## src/hw/pulse_pattern_pkg.sv

```systemverilog
// Register map, field layout and reset values for the pulse pattern trigger and mode control.
`default_nettype none
package pulse_pattern_pkg;
  localparam int N_GRP = 4;
  localparam int GRP_W = 4;
  localparam int N_CH = 4;
  localparam int SEL_W = 2;
  localparam int OUT_W = N_GRP * GRP_W;
  localparam int POL_LSB = 4;
  localparam int NOV_LSB = 0;
  localparam int ADDR_W = 8;
  localparam logic [ADDR_W-1:0] ADDR_TRIG_SEL = 8'h00;
  localparam logic [ADDR_W-1:0] ADDR_MODE = 8'h04;
  localparam logic [ADDR_W-1:0] ADDR_NEXT = 8'h08;
  localparam logic [ADDR_W-1:0] ADDR_ENABLE = 8'h0C;
  localparam logic [ADDR_W-1:0] ADDR_OUT = 8'h10;
  localparam logic [7:0] TRIG_SEL_RST = 8'hFF;
  localparam logic [7:0] MODE_RST = 8'hF0;
  localparam logic [OUT_W-1:0] DATA_RST = 16'h0000;
  localparam logic [1:0] RESP_OKAY = 2'h0;
  localparam logic [1:0] RESP_SLVERR = 2'h2;
endpackage : pulse_pattern_pkg
`default_nettype wire

```

## src/hw/group_ctl_if.sv

```systemverilog
// Bundle between the register block and one output group's update logic.
`default_nettype none
interface group_ctl_if;
  logic [pulse_pattern_pkg::SEL_W-1:0] sel;
  logic nov;
  logic pol;
  logic [pulse_pattern_pkg::N_CH-1:0] cmp_a;
  logic [pulse_pattern_pkg::N_CH-1:0] cmp_b;
  logic [pulse_pattern_pkg::N_CH-1:0] capt_a;
  logic [pulse_pattern_pkg::N_CH-1:0] capt_mode;
  logic [pulse_pattern_pkg::GRP_W-1:0] next_data_latch;
  logic [pulse_pattern_pkg::GRP_W-1:0] en;
  logic [pulse_pattern_pkg::GRP_W-1:0] output_data_latch;
  logic [pulse_pattern_pkg::GRP_W-1:0] output_data_latch_next;
  logic [pulse_pattern_pkg::GRP_W-1:0] pin_next;
  modport grp (input sel, nov, pol, cmp_a, cmp_b, capt_a, capt_mode, next_data_latch, en, output_data_latch, output output_data_latch_next, pin_next);
  modport ctl (output sel, nov, pol, cmp_a, cmp_b, capt_a, capt_mode, next_data_latch, en, output_data_latch, input output_data_latch_next, pin_next);
endinterface : group_ctl_if
`default_nettype wire

```

## src/hw/pulse_pattern_ctl.sv

```systemverilog
// AXI4-Lite register block and four-group pulse pattern output with trigger and mode selection.
// What this block does
// Each group's two-bit selector picks timer channel 0, 1, 2 or 3 for codes 00, 01, 10, 11.
// The trigger select register holds group 3 at bits 7:6 down to group 0 at bits 1:0, all read/write.
// After reset every trigger selector bit reads 1, so all groups use channel 3.
// An inverted group drives its pin low for output data 1 and high for output data 0.
// Mode register bits 7 to 4 are group 3 to 0 polarity, 0 inverted, 1 direct, resetting to 1.
// In normal operation a group updates only on compare match A of its channel.
// In non-overlapping operation a group updates on compare match A or B of its channel.
// Mode register bits 3 to 0 select non-overlap for group 3 to 0, resetting to 0 for normal.
// In non-overlap mode match A copies all next-data bits, match B copies only the zero bits.
// On the selected trigger the enabled next-data bits move to output data and appear on the pins.
// When the channel's register A captures, its capture event acts as the trigger.
// Group n covers output bits 4n to 4n+3 and its settings apply to all four together.
`default_nettype none
module pulse_pattern_ctl (
  input wire logic aclk,
  input wire logic aresetn,
  input wire logic [pulse_pattern_pkg::ADDR_W-1:0] s_axi_awaddr,
  input wire logic s_axi_awvalid,
  output logic s_axi_awready,
  input wire logic [31:0] s_axi_wdata,
  input wire logic [3:0] s_axi_wstrb,
  input wire logic s_axi_wvalid,
  output logic s_axi_wready,
  output logic [1:0] s_axi_bresp,
  output logic s_axi_bvalid,
  input wire logic s_axi_bready,
  input wire logic [pulse_pattern_pkg::ADDR_W-1:0] s_axi_araddr,
  input wire logic s_axi_arvalid,
  output logic s_axi_arready,
  output logic [31:0] s_axi_rdata,
  output logic [1:0] s_axi_rresp,
  output logic s_axi_rvalid,
  input wire logic s_axi_rready,
  input wire logic [pulse_pattern_pkg::N_CH-1:0] cmp_a,
  input wire logic [pulse_pattern_pkg::N_CH-1:0] cmp_b,
  input wire logic [pulse_pattern_pkg::N_CH-1:0] capt_a,
  input wire logic [pulse_pattern_pkg::N_CH-1:0] capt_mode,
  output logic [pulse_pattern_pkg::OUT_W-1:0] pulse_out,
  output logic [pulse_pattern_pkg::OUT_W-1:0] pulse_en
);
  localparam int W = pulse_pattern_pkg::OUT_W;

  function automatic logic is_mapped(input logic [pulse_pattern_pkg::ADDR_W-1:0] a);
    is_mapped = (a == pulse_pattern_pkg::ADDR_TRIG_SEL) || (a == pulse_pattern_pkg::ADDR_MODE) ||
                (a == pulse_pattern_pkg::ADDR_NEXT) || (a == pulse_pattern_pkg::ADDR_ENABLE) ||
                (a == pulse_pattern_pkg::ADDR_OUT);
  endfunction : is_mapped

  logic [7:0] trig_sel_reg;
  logic [7:0] mode_reg;
  logic [W-1:0] next_data_reg;
  logic [W-1:0] enable_reg;
  logic [W-1:0] out_data_reg;
  logic [pulse_pattern_pkg::ADDR_W-1:0] waddr_reg;
  logic [31:0] wdata_reg;
  logic [3:0] wstrb_reg;
  logic aw_got_reg;
  logic w_got_reg;
  logic awready_reg;
  logic wready_reg;
  logic bvalid_reg;
  logic [1:0] bresp_reg;
  logic arready_reg;
  logic rvalid_reg;
  logic [1:0] rresp_reg;
  logic [31:0] rdata_reg;
  logic [W-1:0] pin_reg;

  wire logic aw_hs = s_axi_awvalid & awready_reg;
  wire logic w_hs = s_axi_wvalid & wready_reg;
  wire logic ar_hs = s_axi_arvalid & arready_reg;
  wire logic do_write = aw_got_reg & w_got_reg & ~bvalid_reg;
  wire logic wr_ok = do_write & is_mapped(waddr_reg);
  wire logic [15:0] wr_lanes = {{8{wstrb_reg[1]}}, {8{wstrb_reg[0]}}};
  wire logic [15:0] wr_half = wdata_reg[15:0];
  wire logic wr_trig = wr_ok & (waddr_reg == pulse_pattern_pkg::ADDR_TRIG_SEL) & wstrb_reg[0];
  wire logic wr_mode = wr_ok & (waddr_reg == pulse_pattern_pkg::ADDR_MODE) & wstrb_reg[0];
  wire logic wr_next = wr_ok & (waddr_reg == pulse_pattern_pkg::ADDR_NEXT);
  wire logic wr_en = wr_ok & (waddr_reg == pulse_pattern_pkg::ADDR_ENABLE);
  wire logic wr_out = wr_ok & (waddr_reg == pulse_pattern_pkg::ADDR_OUT);
  wire logic [W-1:0] next_data_next = wr_next ? (next_data_reg & ~wr_lanes) | (wr_half & wr_lanes) : next_data_reg;
  wire logic [W-1:0] enable_next = wr_en ? (enable_reg & ~wr_lanes) | (wr_half & wr_lanes) : enable_reg;
  // A software write to output data lands first; a trigger in the same cycle then overrides enabled bits.
  wire logic [W-1:0] out_base = wr_out ? (out_data_reg & ~wr_lanes) | (wr_half & wr_lanes) : out_data_reg;
  wire logic [W-1:0] out_data_next;
  wire logic [W-1:0] pin_next;
  wire logic [31:0] rd_mux =
    (s_axi_araddr == pulse_pattern_pkg::ADDR_TRIG_SEL) ? {24'h000000, trig_sel_reg} :
    (s_axi_araddr == pulse_pattern_pkg::ADDR_MODE) ? {24'h000000, mode_reg} :
    (s_axi_araddr == pulse_pattern_pkg::ADDR_NEXT) ? {16'h0000, next_data_reg} :
    (s_axi_araddr == pulse_pattern_pkg::ADDR_ENABLE) ? {16'h0000, enable_reg} :
    (s_axi_araddr == pulse_pattern_pkg::ADDR_OUT) ? {16'h0000, out_data_reg} : 32'h00000000;

  genvar gi;
  generate
    for (gi = 0; gi < pulse_pattern_pkg::N_GRP; gi++) begin : g_grp
      group_ctl_if bus ();
      assign bus.sel = trig_sel_reg[gi*pulse_pattern_pkg::SEL_W +: pulse_pattern_pkg::SEL_W];
      assign bus.nov = mode_reg[pulse_pattern_pkg::NOV_LSB + gi];
      assign bus.pol = mode_reg[pulse_pattern_pkg::POL_LSB + gi];
      assign bus.cmp_a = cmp_a;
      assign bus.cmp_b = cmp_b;
      assign bus.capt_a = capt_a;
      assign bus.capt_mode = capt_mode;
      assign bus.next_data_latch = next_data_reg[gi*pulse_pattern_pkg::GRP_W +: pulse_pattern_pkg::GRP_W];
      assign bus.en = enable_reg[gi*pulse_pattern_pkg::GRP_W +: pulse_pattern_pkg::GRP_W];
      assign bus.output_data_latch = out_base[gi*pulse_pattern_pkg::GRP_W +: pulse_pattern_pkg::GRP_W];
      assign out_data_next[gi*pulse_pattern_pkg::GRP_W +: pulse_pattern_pkg::GRP_W] = bus.output_data_latch_next;
      assign pin_next[gi*pulse_pattern_pkg::GRP_W +: pulse_pattern_pkg::GRP_W] = bus.pin_next;
      group_update u_grp (
        .aclk(aclk),
        .aresetn(aresetn),
        .g(bus.grp)
      );
    end
  endgenerate

  always_ff @(posedge aclk) begin
    if (!aresetn) begin
      trig_sel_reg <= pulse_pattern_pkg::TRIG_SEL_RST;
      mode_reg <= pulse_pattern_pkg::MODE_RST;
      next_data_reg <= pulse_pattern_pkg::DATA_RST;
      enable_reg <= pulse_pattern_pkg::DATA_RST;
      out_data_reg <= pulse_pattern_pkg::DATA_RST;
      pin_reg <= pulse_pattern_pkg::DATA_RST;
    end else begin
      if (wr_trig) begin
        trig_sel_reg <= wdata_reg[7:0];
      end
      if (wr_mode) begin
        mode_reg <= wdata_reg[7:0];
      end
      next_data_reg <= next_data_next;
      enable_reg <= enable_next;
      out_data_reg <= out_data_next;
      pin_reg <= pin_next;
    end
  end

  // The bus ports are registered, so each channel accepts at most one item per response.
  always_ff @(posedge aclk) begin
    if (!aresetn) begin
      awready_reg <= 1'b1;
      wready_reg <= 1'b1;
      aw_got_reg <= 1'b0;
      w_got_reg <= 1'b0;
      bvalid_reg <= 1'b0;
      bresp_reg <= pulse_pattern_pkg::RESP_OKAY;
      waddr_reg <= '0;
      wdata_reg <= 32'h00000000;
      wstrb_reg <= 4'h0;
    end else begin
      if (aw_hs) begin
        waddr_reg <= s_axi_awaddr;
        aw_got_reg <= 1'b1;
        awready_reg <= 1'b0;
      end
      if (w_hs) begin
        wdata_reg <= s_axi_wdata;
        wstrb_reg <= s_axi_wstrb;
        w_got_reg <= 1'b1;
        wready_reg <= 1'b0;
      end
      if (do_write) begin
        aw_got_reg <= 1'b0;
        w_got_reg <= 1'b0;
        bvalid_reg <= 1'b1;
        bresp_reg <= wr_ok ? pulse_pattern_pkg::RESP_OKAY : pulse_pattern_pkg::RESP_SLVERR;
      end
      if (bvalid_reg && s_axi_bready) begin
        bvalid_reg <= 1'b0;
        awready_reg <= 1'b1;
        wready_reg <= 1'b1;
      end
    end
  end

  always_ff @(posedge aclk) begin
    if (!aresetn) begin
      arready_reg <= 1'b1;
      rvalid_reg <= 1'b0;
      rresp_reg <= pulse_pattern_pkg::RESP_OKAY;
      rdata_reg <= 32'h00000000;
    end else if (ar_hs) begin
      arready_reg <= 1'b0;
      rvalid_reg <= 1'b1;
      rdata_reg <= rd_mux;
      rresp_reg <= is_mapped(s_axi_araddr) ? pulse_pattern_pkg::RESP_OKAY : pulse_pattern_pkg::RESP_SLVERR;
    end else if (rvalid_reg && s_axi_rready) begin
      rvalid_reg <= 1'b0;
      arready_reg <= 1'b1;
    end
  end

  assign s_axi_awready = awready_reg;
  assign s_axi_wready = wready_reg;
  assign s_axi_bvalid = bvalid_reg;
  assign s_axi_bresp = bresp_reg;
  assign s_axi_arready = arready_reg;
  assign s_axi_rvalid = rvalid_reg;
  assign s_axi_rresp = rresp_reg;
  assign s_axi_rdata = rdata_reg;
  assign pulse_out = pin_reg;
  assign pulse_en = enable_reg;

  a_reset_values: assert property (@(posedge aclk) disable iff (!aresetn)
    $past(!aresetn) |-> (trig_sel_reg == pulse_pattern_pkg::TRIG_SEL_RST && mode_reg == pulse_pattern_pkg::MODE_RST))
    else $error("control registers not at reset values after reset");
  a_pin_polarity: assert property (@(posedge aclk) disable iff (!aresetn)
    $past(aresetn) |-> pulse_out[3:0] == ($past(mode_reg[4]) ? out_data_reg[3:0] : ~out_data_reg[3:0]))
    else $error("group 0 pin polarity does not match its mode bit");
  a_sel_write: assert property (@(posedge aclk) disable iff (!aresetn)
    wr_trig |=> trig_sel_reg == $past(wdata_reg[7:0]))
    else $error("trigger select write not stored");
  a_grp3_channel: assert property (@(posedge aclk) disable iff (!aresetn)
    (trig_sel_reg[7:6] == 2'h0 && cmp_a[0] && !capt_mode[0] && enable_reg[15:12] == 4'hF && !wr_out)
      |=> out_data_reg[15:12] == $past(next_data_reg[15:12]))
    else $error("group 3 did not load on channel 0 compare match A");
  a_read_latency: assert property (@(posedge aclk) disable iff (!aresetn)
    ar_hs |=> rvalid_reg && !arready_reg)
    else $error("read answer not one cycle after address");
endmodule : pulse_pattern_ctl
`default_nettype wire

```

## src/hw/group_update.sv

```systemverilog
// Trigger selection and output-data update for one group of four pulse outputs.
`default_nettype none
module group_update (
  input wire logic aclk,
  input wire logic aresetn,
  group_ctl_if.grp g
);
  wire logic trig_a;
  wire logic trig_b;
  wire logic [pulse_pattern_pkg::GRP_W-1:0] load_all;
  wire logic [pulse_pattern_pkg::GRP_W-1:0] clear_zero;

  // A channel whose register A captures gives its capture event in place of compare match A.
  assign trig_a = g.capt_mode[g.sel] ? g.capt_a[g.sel] : g.cmp_a[g.sel];
  assign trig_b = g.nov & g.cmp_b[g.sel];
  assign load_all = {pulse_pattern_pkg::GRP_W{trig_a}} & g.en;
  assign clear_zero = {pulse_pattern_pkg::GRP_W{trig_b}} & g.en & ~g.next_data_latch;
  assign g.output_data_latch_next = (g.output_data_latch & ~load_all & ~clear_zero) | (g.next_data_latch & load_all);
  assign g.pin_next = g.pol ? g.output_data_latch_next : ~g.output_data_latch_next;

  a_sel_channel: assert property (@(posedge aclk) disable iff (!aresetn)
    (!g.capt_mode[g.sel] && g.cmp_a[g.sel] && g.en != 4'h0) |-> (g.output_data_latch_next & g.en) == (g.next_data_latch & g.en))
    else $error("selected channel compare match A did not load the group");
  a_normal_hold: assert property (@(posedge aclk) disable iff (!aresetn)
    (!g.nov && !trig_a) |-> g.output_data_latch_next == g.output_data_latch)
    else $error("normal mode group changed without compare match A");
  a_nonov_clear: assert property (@(posedge aclk) disable iff (!aresetn)
    (g.nov && !trig_a && g.cmp_b[g.sel]) |-> g.output_data_latch_next == (g.output_data_latch & ~(g.en & ~g.next_data_latch)))
    else $error("compare match B did not pass only zero bits");
  a_capture_trig: assert property (@(posedge aclk) disable iff (!aresetn)
    (g.capt_mode[g.sel] && g.capt_a[g.sel]) |-> (g.output_data_latch_next & g.en) == (g.next_data_latch & g.en))
    else $error("input capture did not trigger the group");
  a_disabled_hold: assert property (@(posedge aclk) disable iff (!aresetn)
    1'b1 |-> (g.output_data_latch_next & ~g.en) == (g.output_data_latch & ~g.en))
    else $error("disabled bit was changed by a trigger");
endmodule : group_update
`default_nettype wire

```

## config.mk

```make
export PLATFORM = sky130hd
export DESIGN_NAME = pulse_pattern_ctl
export DESIGN_NICKNAME = d
export VERILOG_FILES = /design/src/hw/pulse_pattern_pkg.sv /design/src/hw/group_ctl_if.sv /design/src/hw/pulse_pattern_ctl.sv /design/src/hw/group_update.sv
export SDC_FILE = /design/constraint.sdc
export NUM_CORES = 1
export LEC_CHECK = 0
export BUFFER_PORTS_ARGS = -buffer_cell sky130_fd_sc_hd__buf_2
export CAP_MARGIN = 20
export CORE_MARGIN = 2
export CORE_UTILIZATION = 24
export CTS_CLUSTER_DIAMETER = 150
export DETAILED_ROUTE_END_ITERATION = 8
export PLACE_DENSITY = 0.38
export SKIP_CTS_REPAIR_TIMING = 1
export SYNTH_ARGS = -nofsm -noshare
export SYNTH_HDL_FRONTEND = slang
export SYNTH_SLANG_ARGS = --single-unit
```

## constraint.sdc

```tcl
create_clock -name aclk -period 2.7 [get_ports aclk]
set_input_delay 0.135 -clock aclk [delete_from_list [all_inputs] [get_ports aclk]]
set_output_delay 0.135 -clock aclk [all_outputs]
set_load 0.1 [all_outputs]
```

==> impl_results.md, run 1 <==
- Grt total ovfl: 0
- Worst EP arrival: roughly 2.5 ns
- Largest net degree at the start of global routing: 44
- Final max-slew violation count: 0
- Mux share of post-synthesis cell area: 18.9%
- FF+latch count, synth: ~130
- Violated checks: hold timing
- CTS H-tree lvls: 4
- Crit path from: waddr_reg[0]$_SDFFE_PN0P_
- Most common cell after layout, fill and taps aside: dfxtp_1
- Ports: around 150
- CTS Buf Count: 17
- Outcome: finished, violations left
- Clock Tree Root: clkbuf_16
- Syn Area/Cell: 9.54 um2
- Simple-Gate Fraction of Synth Area: roughly 19%
- Main synth FF type: dfxtp_1
- Post-synth ARST share: 0%
- Synth Instances: ~640
- Post-synthesis sequential area ratio: a little over two fifths
- Number of global-route vias before repair: between 4k and 5k
- Rel. slew slack: 41.9%
- Syn. warnings: 0
- Netlist cell types: 42
- Crit. End Element: flop
- WP data required: 3.00 ns
- DR iter-0 viols: approximately 270
- Port bufs: 111
- Drt wl/cell: around 17 um
- Pwr/cell area: ~670 nW/um2
- Layout Nets: approximately 850
- CP Launch Type: flop
- Clock-pin transition on the worst setup and hold timing paths: approximately 0.060 ns
- Most frequent cells in the layout: dfxtp_1, buf_2, mux2i_1
- Die Area: roughly 27000 um2
- CTS tree: built
- Detailed Routing Iterations Pass 1: 5
- HP Class: in -> reg
- Adder-Cell Fraction of Synth Area: 0%
- FP Rows: 58
- Overall via count from detail_route: 5049
- Initial antenna violation count: 0
- Hold depth: 3
- Core region area: ~25000 um2
- Final GP Congestion: 0.798
- Final setup fails: 0
- Ant. Diodes: 0
- Final TNS setup: 0 ns
- Post-DP HPWL: about 14000 um
- Layout cells sized above 1: between 20% and 30%
- Post-synth EDFFs: 0
- WS Path Type: reg -> reg
- Fillers: 2680
- Die width: between 150 and 200 um
- Worst r2r src: waddr_reg[0]$_SDFFE_PN0P_
- Remaining DRCs: 0
- Synth Area in Compound Gates: between 10% and 20%
- Maximum clock insertion buffer count: 2
- Hold_ws: -0.0129 ns
- Post-detailed-routing wire length: 19000 um
- R2R depth: 5
- Synth Cell Area: 6120 um2
- R2R setup slack: 0.55 ns
- Final min period: between 2 and 2.5 ns
- Worst Max-Slew Pin Slew: approximately 0.87 ns
- Skew-Pair Late Insertion Delay: around 0.41 ns
- CP max FO: 8
- Via-per-instance ratio: roughly 4.5
- CTS sink cnt: between 100 and 150
- Leak Pwr: around 3.3 nW
- Starting Density: between 20% and 30%
- Largest family of logic cells by synthesized area: simple AND/OR/NAND/NOR gates
- Xor/xnor share of the synthesized area: 0%
- Final Skew: about 0.0065 ns
- Hold Fails Final Rpt: 4
- RSZ-0062 raised after global routing: no
- Antenna-violating nets left: 0
- Global-route wire length before repair: about 29000 um
- Max-cap viol count: 0
- Layout area overhead: 28.3%
- Final Cycle Share: between 70 and 80%
- All-Layer GR Usage: 14.3%
- Peak supply drop: between 300 and 400 uV
- Chip Height: approximately 160 um
- Max Clk Rate: 465 MHz
==> synth_stat cells, drive strengths merged (3+ instances only) <==
master	number	area share, %
a21boi	30	3.7
a21o	8	0.98
a21oi	20	1.6
a22oi	7	0.86
a2bb2oi	3	0.43
a32oi	17	2.4
and2	22	2.2
buf	26	2.9
clkbuf	25	1.5
dfxtp	131	43
inv	19	1.2
mux2	5	0.92
mux2i	92	15
mux4	8	2.9
nand2	87	5.3
nand2b	6	0.61
nand3	13	1.1
nand4	3	0.61
nor2	15	0.92
nor2b	46	4.7
nor3	4	0.41
nor3b	4	0.49
nor4	3	0.55
o21ai	15	1.2
o2bb2ai	8	1.1
or3	5	0.51
==> report_power, final <==
part,switching [mW],total [mW],internal (mW)
Clock,0.844,2.67,1.83
Combinational,0.399,0.549,0.151
Sequential,0.0518,2.03,1.97
Total,1.29,5.25,3.95
==> routing by layer <==
| metal | vias to the layer above | track usage [%] | share of wire [%] |
|---|---|---|---|
| li1 | 2479 | - | - |
| met1 | 2431 | 19.1 | 49 |
| met2 | 127 | 22.9 | 45 |
| met3 | 12 | 3.15 | 4.2 |
| met4 | 0 | 4.35 | 1.1 |
| met5 | - | 0 | 0 |
==> area by class of cell <==
class	count	area, um2	share of cell area, %
multi-input combinational	457	3220	41.0
sequential	131	2620	33.4
timing repair buffer	144	841	10.7
clock buffer	23	488	6.22
tap	330	413	5.26
clock inverter	9	198	2.52
inverter	19	71.3	0.908
==> kinds of logic after synthesis <==
| group | Yosys count |
|---|---|
| other cells | 1 |
| compound gates | 114 |
| mux | 105 |
| buf+inv | 70 |
| flops | 131 |
| simple gates | 220 |
==> metrics by stage <==
| stage | std cells | power, mW | worst slack, ns | util [%] | cell area [um2] |
|---|---|---|---|---|---|
| 2_1_floorplan | 658 | 2.47 | 0.488 | - | 6180 |
| 3_3_place_gp | 1066 | 2.60 | 0.555 | 27.9 | 7020 |
| 3_5_place_dp | 1066 | 2.61 | 0.519 | 27.9 | 7020 |
| 4_1_cts | 1098 | 5.30 | 0.513 | 30.7 | 7700 |
| 5_1_grt | 1113 | 5.44 | 0.398 | 31.3 | 7850 |
| 6_report | 1113 | 5.25 | 0.549 | 31.3 | 7850 |
==> worst max-delay path: stages (launching register included) <==
cell     delay [ns]
dfxtp_1        0.33
or4_4          0.56
nor4_4         0.28
nand4_2        0.48
mux2i_1        0.32
nor2b_1        0.06
==> how the worst min path moves through the flow <==
stage / slack [ns] / start / to
floorplan: 0.24 / s_axi_wvalid / s_axi_wready$_SDFFE_PP1P_
global placement: 0.35 / s_axi_wvalid / s_axi_wready$_SDFFE_PP1P_
detailed placement: 0.35 / s_axi_wvalid / s_axi_wready$_SDFFE_PP1P_
CTS: -0.09 / s_axi_wvalid / s_axi_wready$_SDFFE_PP1P_
global route: 0.0008 / s_axi_awaddr[1] / waddr_reg[1]$_SDFFE_PN0P_
finish: -0.01 / s_axi_wdata[3] / wdata_reg[3]$_SDFFE_PN0P_
(Power assumes the default switching activity.)
==> inputs of run 2 (changes only) <==
PLACE_DENSITY = 0.4   (was 0.38)
clock period = 1.8 ns   (was 2.7 ns; I/O delays follow)
==> run 2 against run 1 <==
The flow finishes with violations (hold timing, setup timing); register-to-register slack worse by 0.70 ns; routed wire length is 5.4% higher; critical path depth is 3 higher.
==> impl_results.md, run 2 (synthesized netlist as in run 1, its figures left out) <==
- Outcome: finished, violations left
- Violated checks: hold timing, setup timing
- Placed inst area: 7450 um2 (+6.3%)
- Final Cycle Share: 108% (+29 points)
- Via-per-instance ratio: 4.50 (-0.88%)
- Placed Instances: 1110 (+4.1%)
- Ports: 148 (unchanged)
- Final setup fails: 60 (+60)
- CTS H-tree lvls: 4 (unchanged)
- GR Util met3: 3.40% (+0.25 points)
- All-Layer GR Usage: 15.2% (+0.98 points)
- DR iter-0 viols: 261 (-1.9%)
- Max-cap viol count: 0 (unchanged)
- Hold Fails Final Rpt: 1 (-3)
- Global route hottest layer: met2
- Skew-Pair Late Insertion Delay: 0.43 ns (+0.02 ns)
- Remaining DRCs: 0 (unchanged)
- Pwr/cell area: 904 nW/um2 (+35%)
- Hold_ws: -0.0168 ns (-0.00384 ns)
- CTS Buf Count: 17 (unchanged)
- Rel. slew slack: 60.8% (+19 points)
- Clock-pin transition on the worst setup and hold timing paths: 0.06 ns (about the same)
- Chip Height: 164 um (unchanged)
- Maximum clock insertion buffer count: 2 (unchanged)
- CTS sink cnt: 131 (unchanged)
- Global-route wire length before repair: 30700 um (+6.5%)
- Fillers: 2655 (-0.93%)
- Antenna-violating nets left: 0 (unchanged)
- Port bufs: 111 (unchanged)
- Ant. Diodes: 0 (unchanged)
- Hold depth: 3 (unchanged)
- Most common cell after layout, fill and taps aside: dfxtp_1
- Number of global-route vias before repair: 5316 (+6.4%)
- Met2 usage: 23.8% (+0.92 points)
- Worst EP arrival: 2.30 ns (-0.15 ns)
- Initial antenna violation count: 0 (unchanged)
- Final min period: 1.95 ns (-0.200 ns)
- Layout cells sized above 1: 29.2% (+6.1 points)
- Final worst slack: -0.151 ns (-0.700 ns)
- Clock Tree Root: clkbuf_16
- Design area: 8460 um2 (+7.8%)
- Die width: 164 um (unchanged)
- Tot Pwr: 7.65 mW (+46%)
- Overall via count from detail_route: 5270 (+4.4%)
- HP Class: in -> reg
- Met1 usage: 20.8% (+1.7 points)
- Worst Max-Slew Pin Slew: 0.582 ns (-0.290 ns)
- Core region area: 25100 um2 (unchanged)
- R2R setup slack: -0.15 ns (-0.70 ns)
- Final GP Congestion: 0.822 (+3.0%)
- Worst r2r src: waddr_reg[0]$_SDFFE_PN0P_
- Layout Nets: 904 (+7.0%)
- Final max-slew violation count: 0 (unchanged)
- Fin cells: 1172 (+5.3%)
- Detailed Routing Iterations Pass 1: 5 (unchanged)
- Peak supply drop: 448 uV (+45%)
- Max Clk Rate: 512 MHz (+10%)
- RSZ-0062 raised after global routing: yes
- Die Area: 26800 um2 (unchanged)
- Post-DP HPWL: 15100 um (+8.2%)
- Post-detailed-routing wire length: 20000 um (+5.4%)
- Most frequent cells in the layout: dfxtp_1, buf_2, mux2i_1
- Leak Pwr: 3.63 nW (+8.6%)
- Final Skew: 0.00763 ns (+0.00113 ns)
- WP data required: 2.14 ns (-0.86 ns)
- Hold EP: waddr_reg[3]$_SDFFE_PN0P_
- Layout area overhead: 38.3%
- R2R depth: 8 (+3)
- Starting Density: 24.4% (unchanged)
- Largest net degree at the start of global routing: 30 (-32%)
- Dpl ws: -0.226 ns (-0.745 ns)
- Crit. End Element: flop
- CP max FO: 8 (unchanged)
- Hold_sp: s_axi_awaddr[3]
- FP Rows: 58 (unchanged)
- CTS tree: built
- Drt wl/cell: 17.1 um (+0.10%)
- CP Launch Type: flop
- Grt total ovfl: 0 (unchanged)
- Worst reg2reg path endpoint: pulse_out[14]$_SDFF_PN0_
- WS Path Type: reg -> reg
run 2: worst max-delay path, cell delays in order, from the launching register on:
cell and delay [ns]:
dfxtp_2 0.33, nor4b_2 0.32, buf_4 0.19, buf_4 0.11
nand3_2 0.09, buf_12 0.17, mux2i_1 0.11, a32oi_1 0.26
mux2i_1 0.28
run 2: routing by layer:
metal | share of wire (%) | wire, um
met1 | 49 | 9850
met4 | 1.2 | 235
met2 | 45 | 8970
met3 | 4.7 | 937
met5 | 0 | 0
run 2: metrics by stage:
| step | util (%) | hold slack (ns) | setup TNS, ns |
|---|---|---|---|
| finish | 33.7 | -0.0168 | -4.50 |
| floorplan | - | 0.183 | -0.0273 |
| detailed placement | 29.7 | 0.301 | -7.28 |
| global route | 33.7 | 0.00860 | -12.85 |
| global placement | 29.7 | 0.296 | -5.10 |
| CTS | 32.2 | -0.165 | -7.45 |
run 2: final cells by class:
| cell class | count | area (um2) | share of cell area (%) |
|---|---|---|---|
| clock buffer | 19 | 464 | 5.49 |
| clock inverter | 13 | 155 | 1.83 |
| inverter | 19 | 71.3 | 0.843 |
| multi-input combinational | 457 | 3320 | 39.3 |
| sequential | 131 | 2640 | 31.2 |
| tap | 330 | 413 | 4.88 |
| timing repair buffer | 203 | 1400 | 16.5 |
run 2: worst max-delay path by stage:
| stage | from | endpoint |
|---|---|---|
| floorplan | waddr_reg[0]$_SDFFE_PN0P_ | flop |
| global placement | capt_mode[3] | pulse_out[8]$_SDFF_PN0_ |
| detailed placement | capt_mode[3] | pulse_out[8]$_SDFF_PN0_ |
| CTS | aw_got_reg$_SDFFE_PP0P_ | pulse_out[8]$_SDFF_PN0_ |
| global route | waddr_reg[0]$_SDFFE_PN0P_ | flop |
| finish | waddr_reg[0]$_SDFFE_PN0P_ | pulse_out[14]$_SDFF_PN0_ |
run 2: where the power goes:
part	switching (mW)	internal (mW)
registers	0.0642	2.96
logic	0.641	0.309
clock network	1.38	2.29
total	2.09	5.56
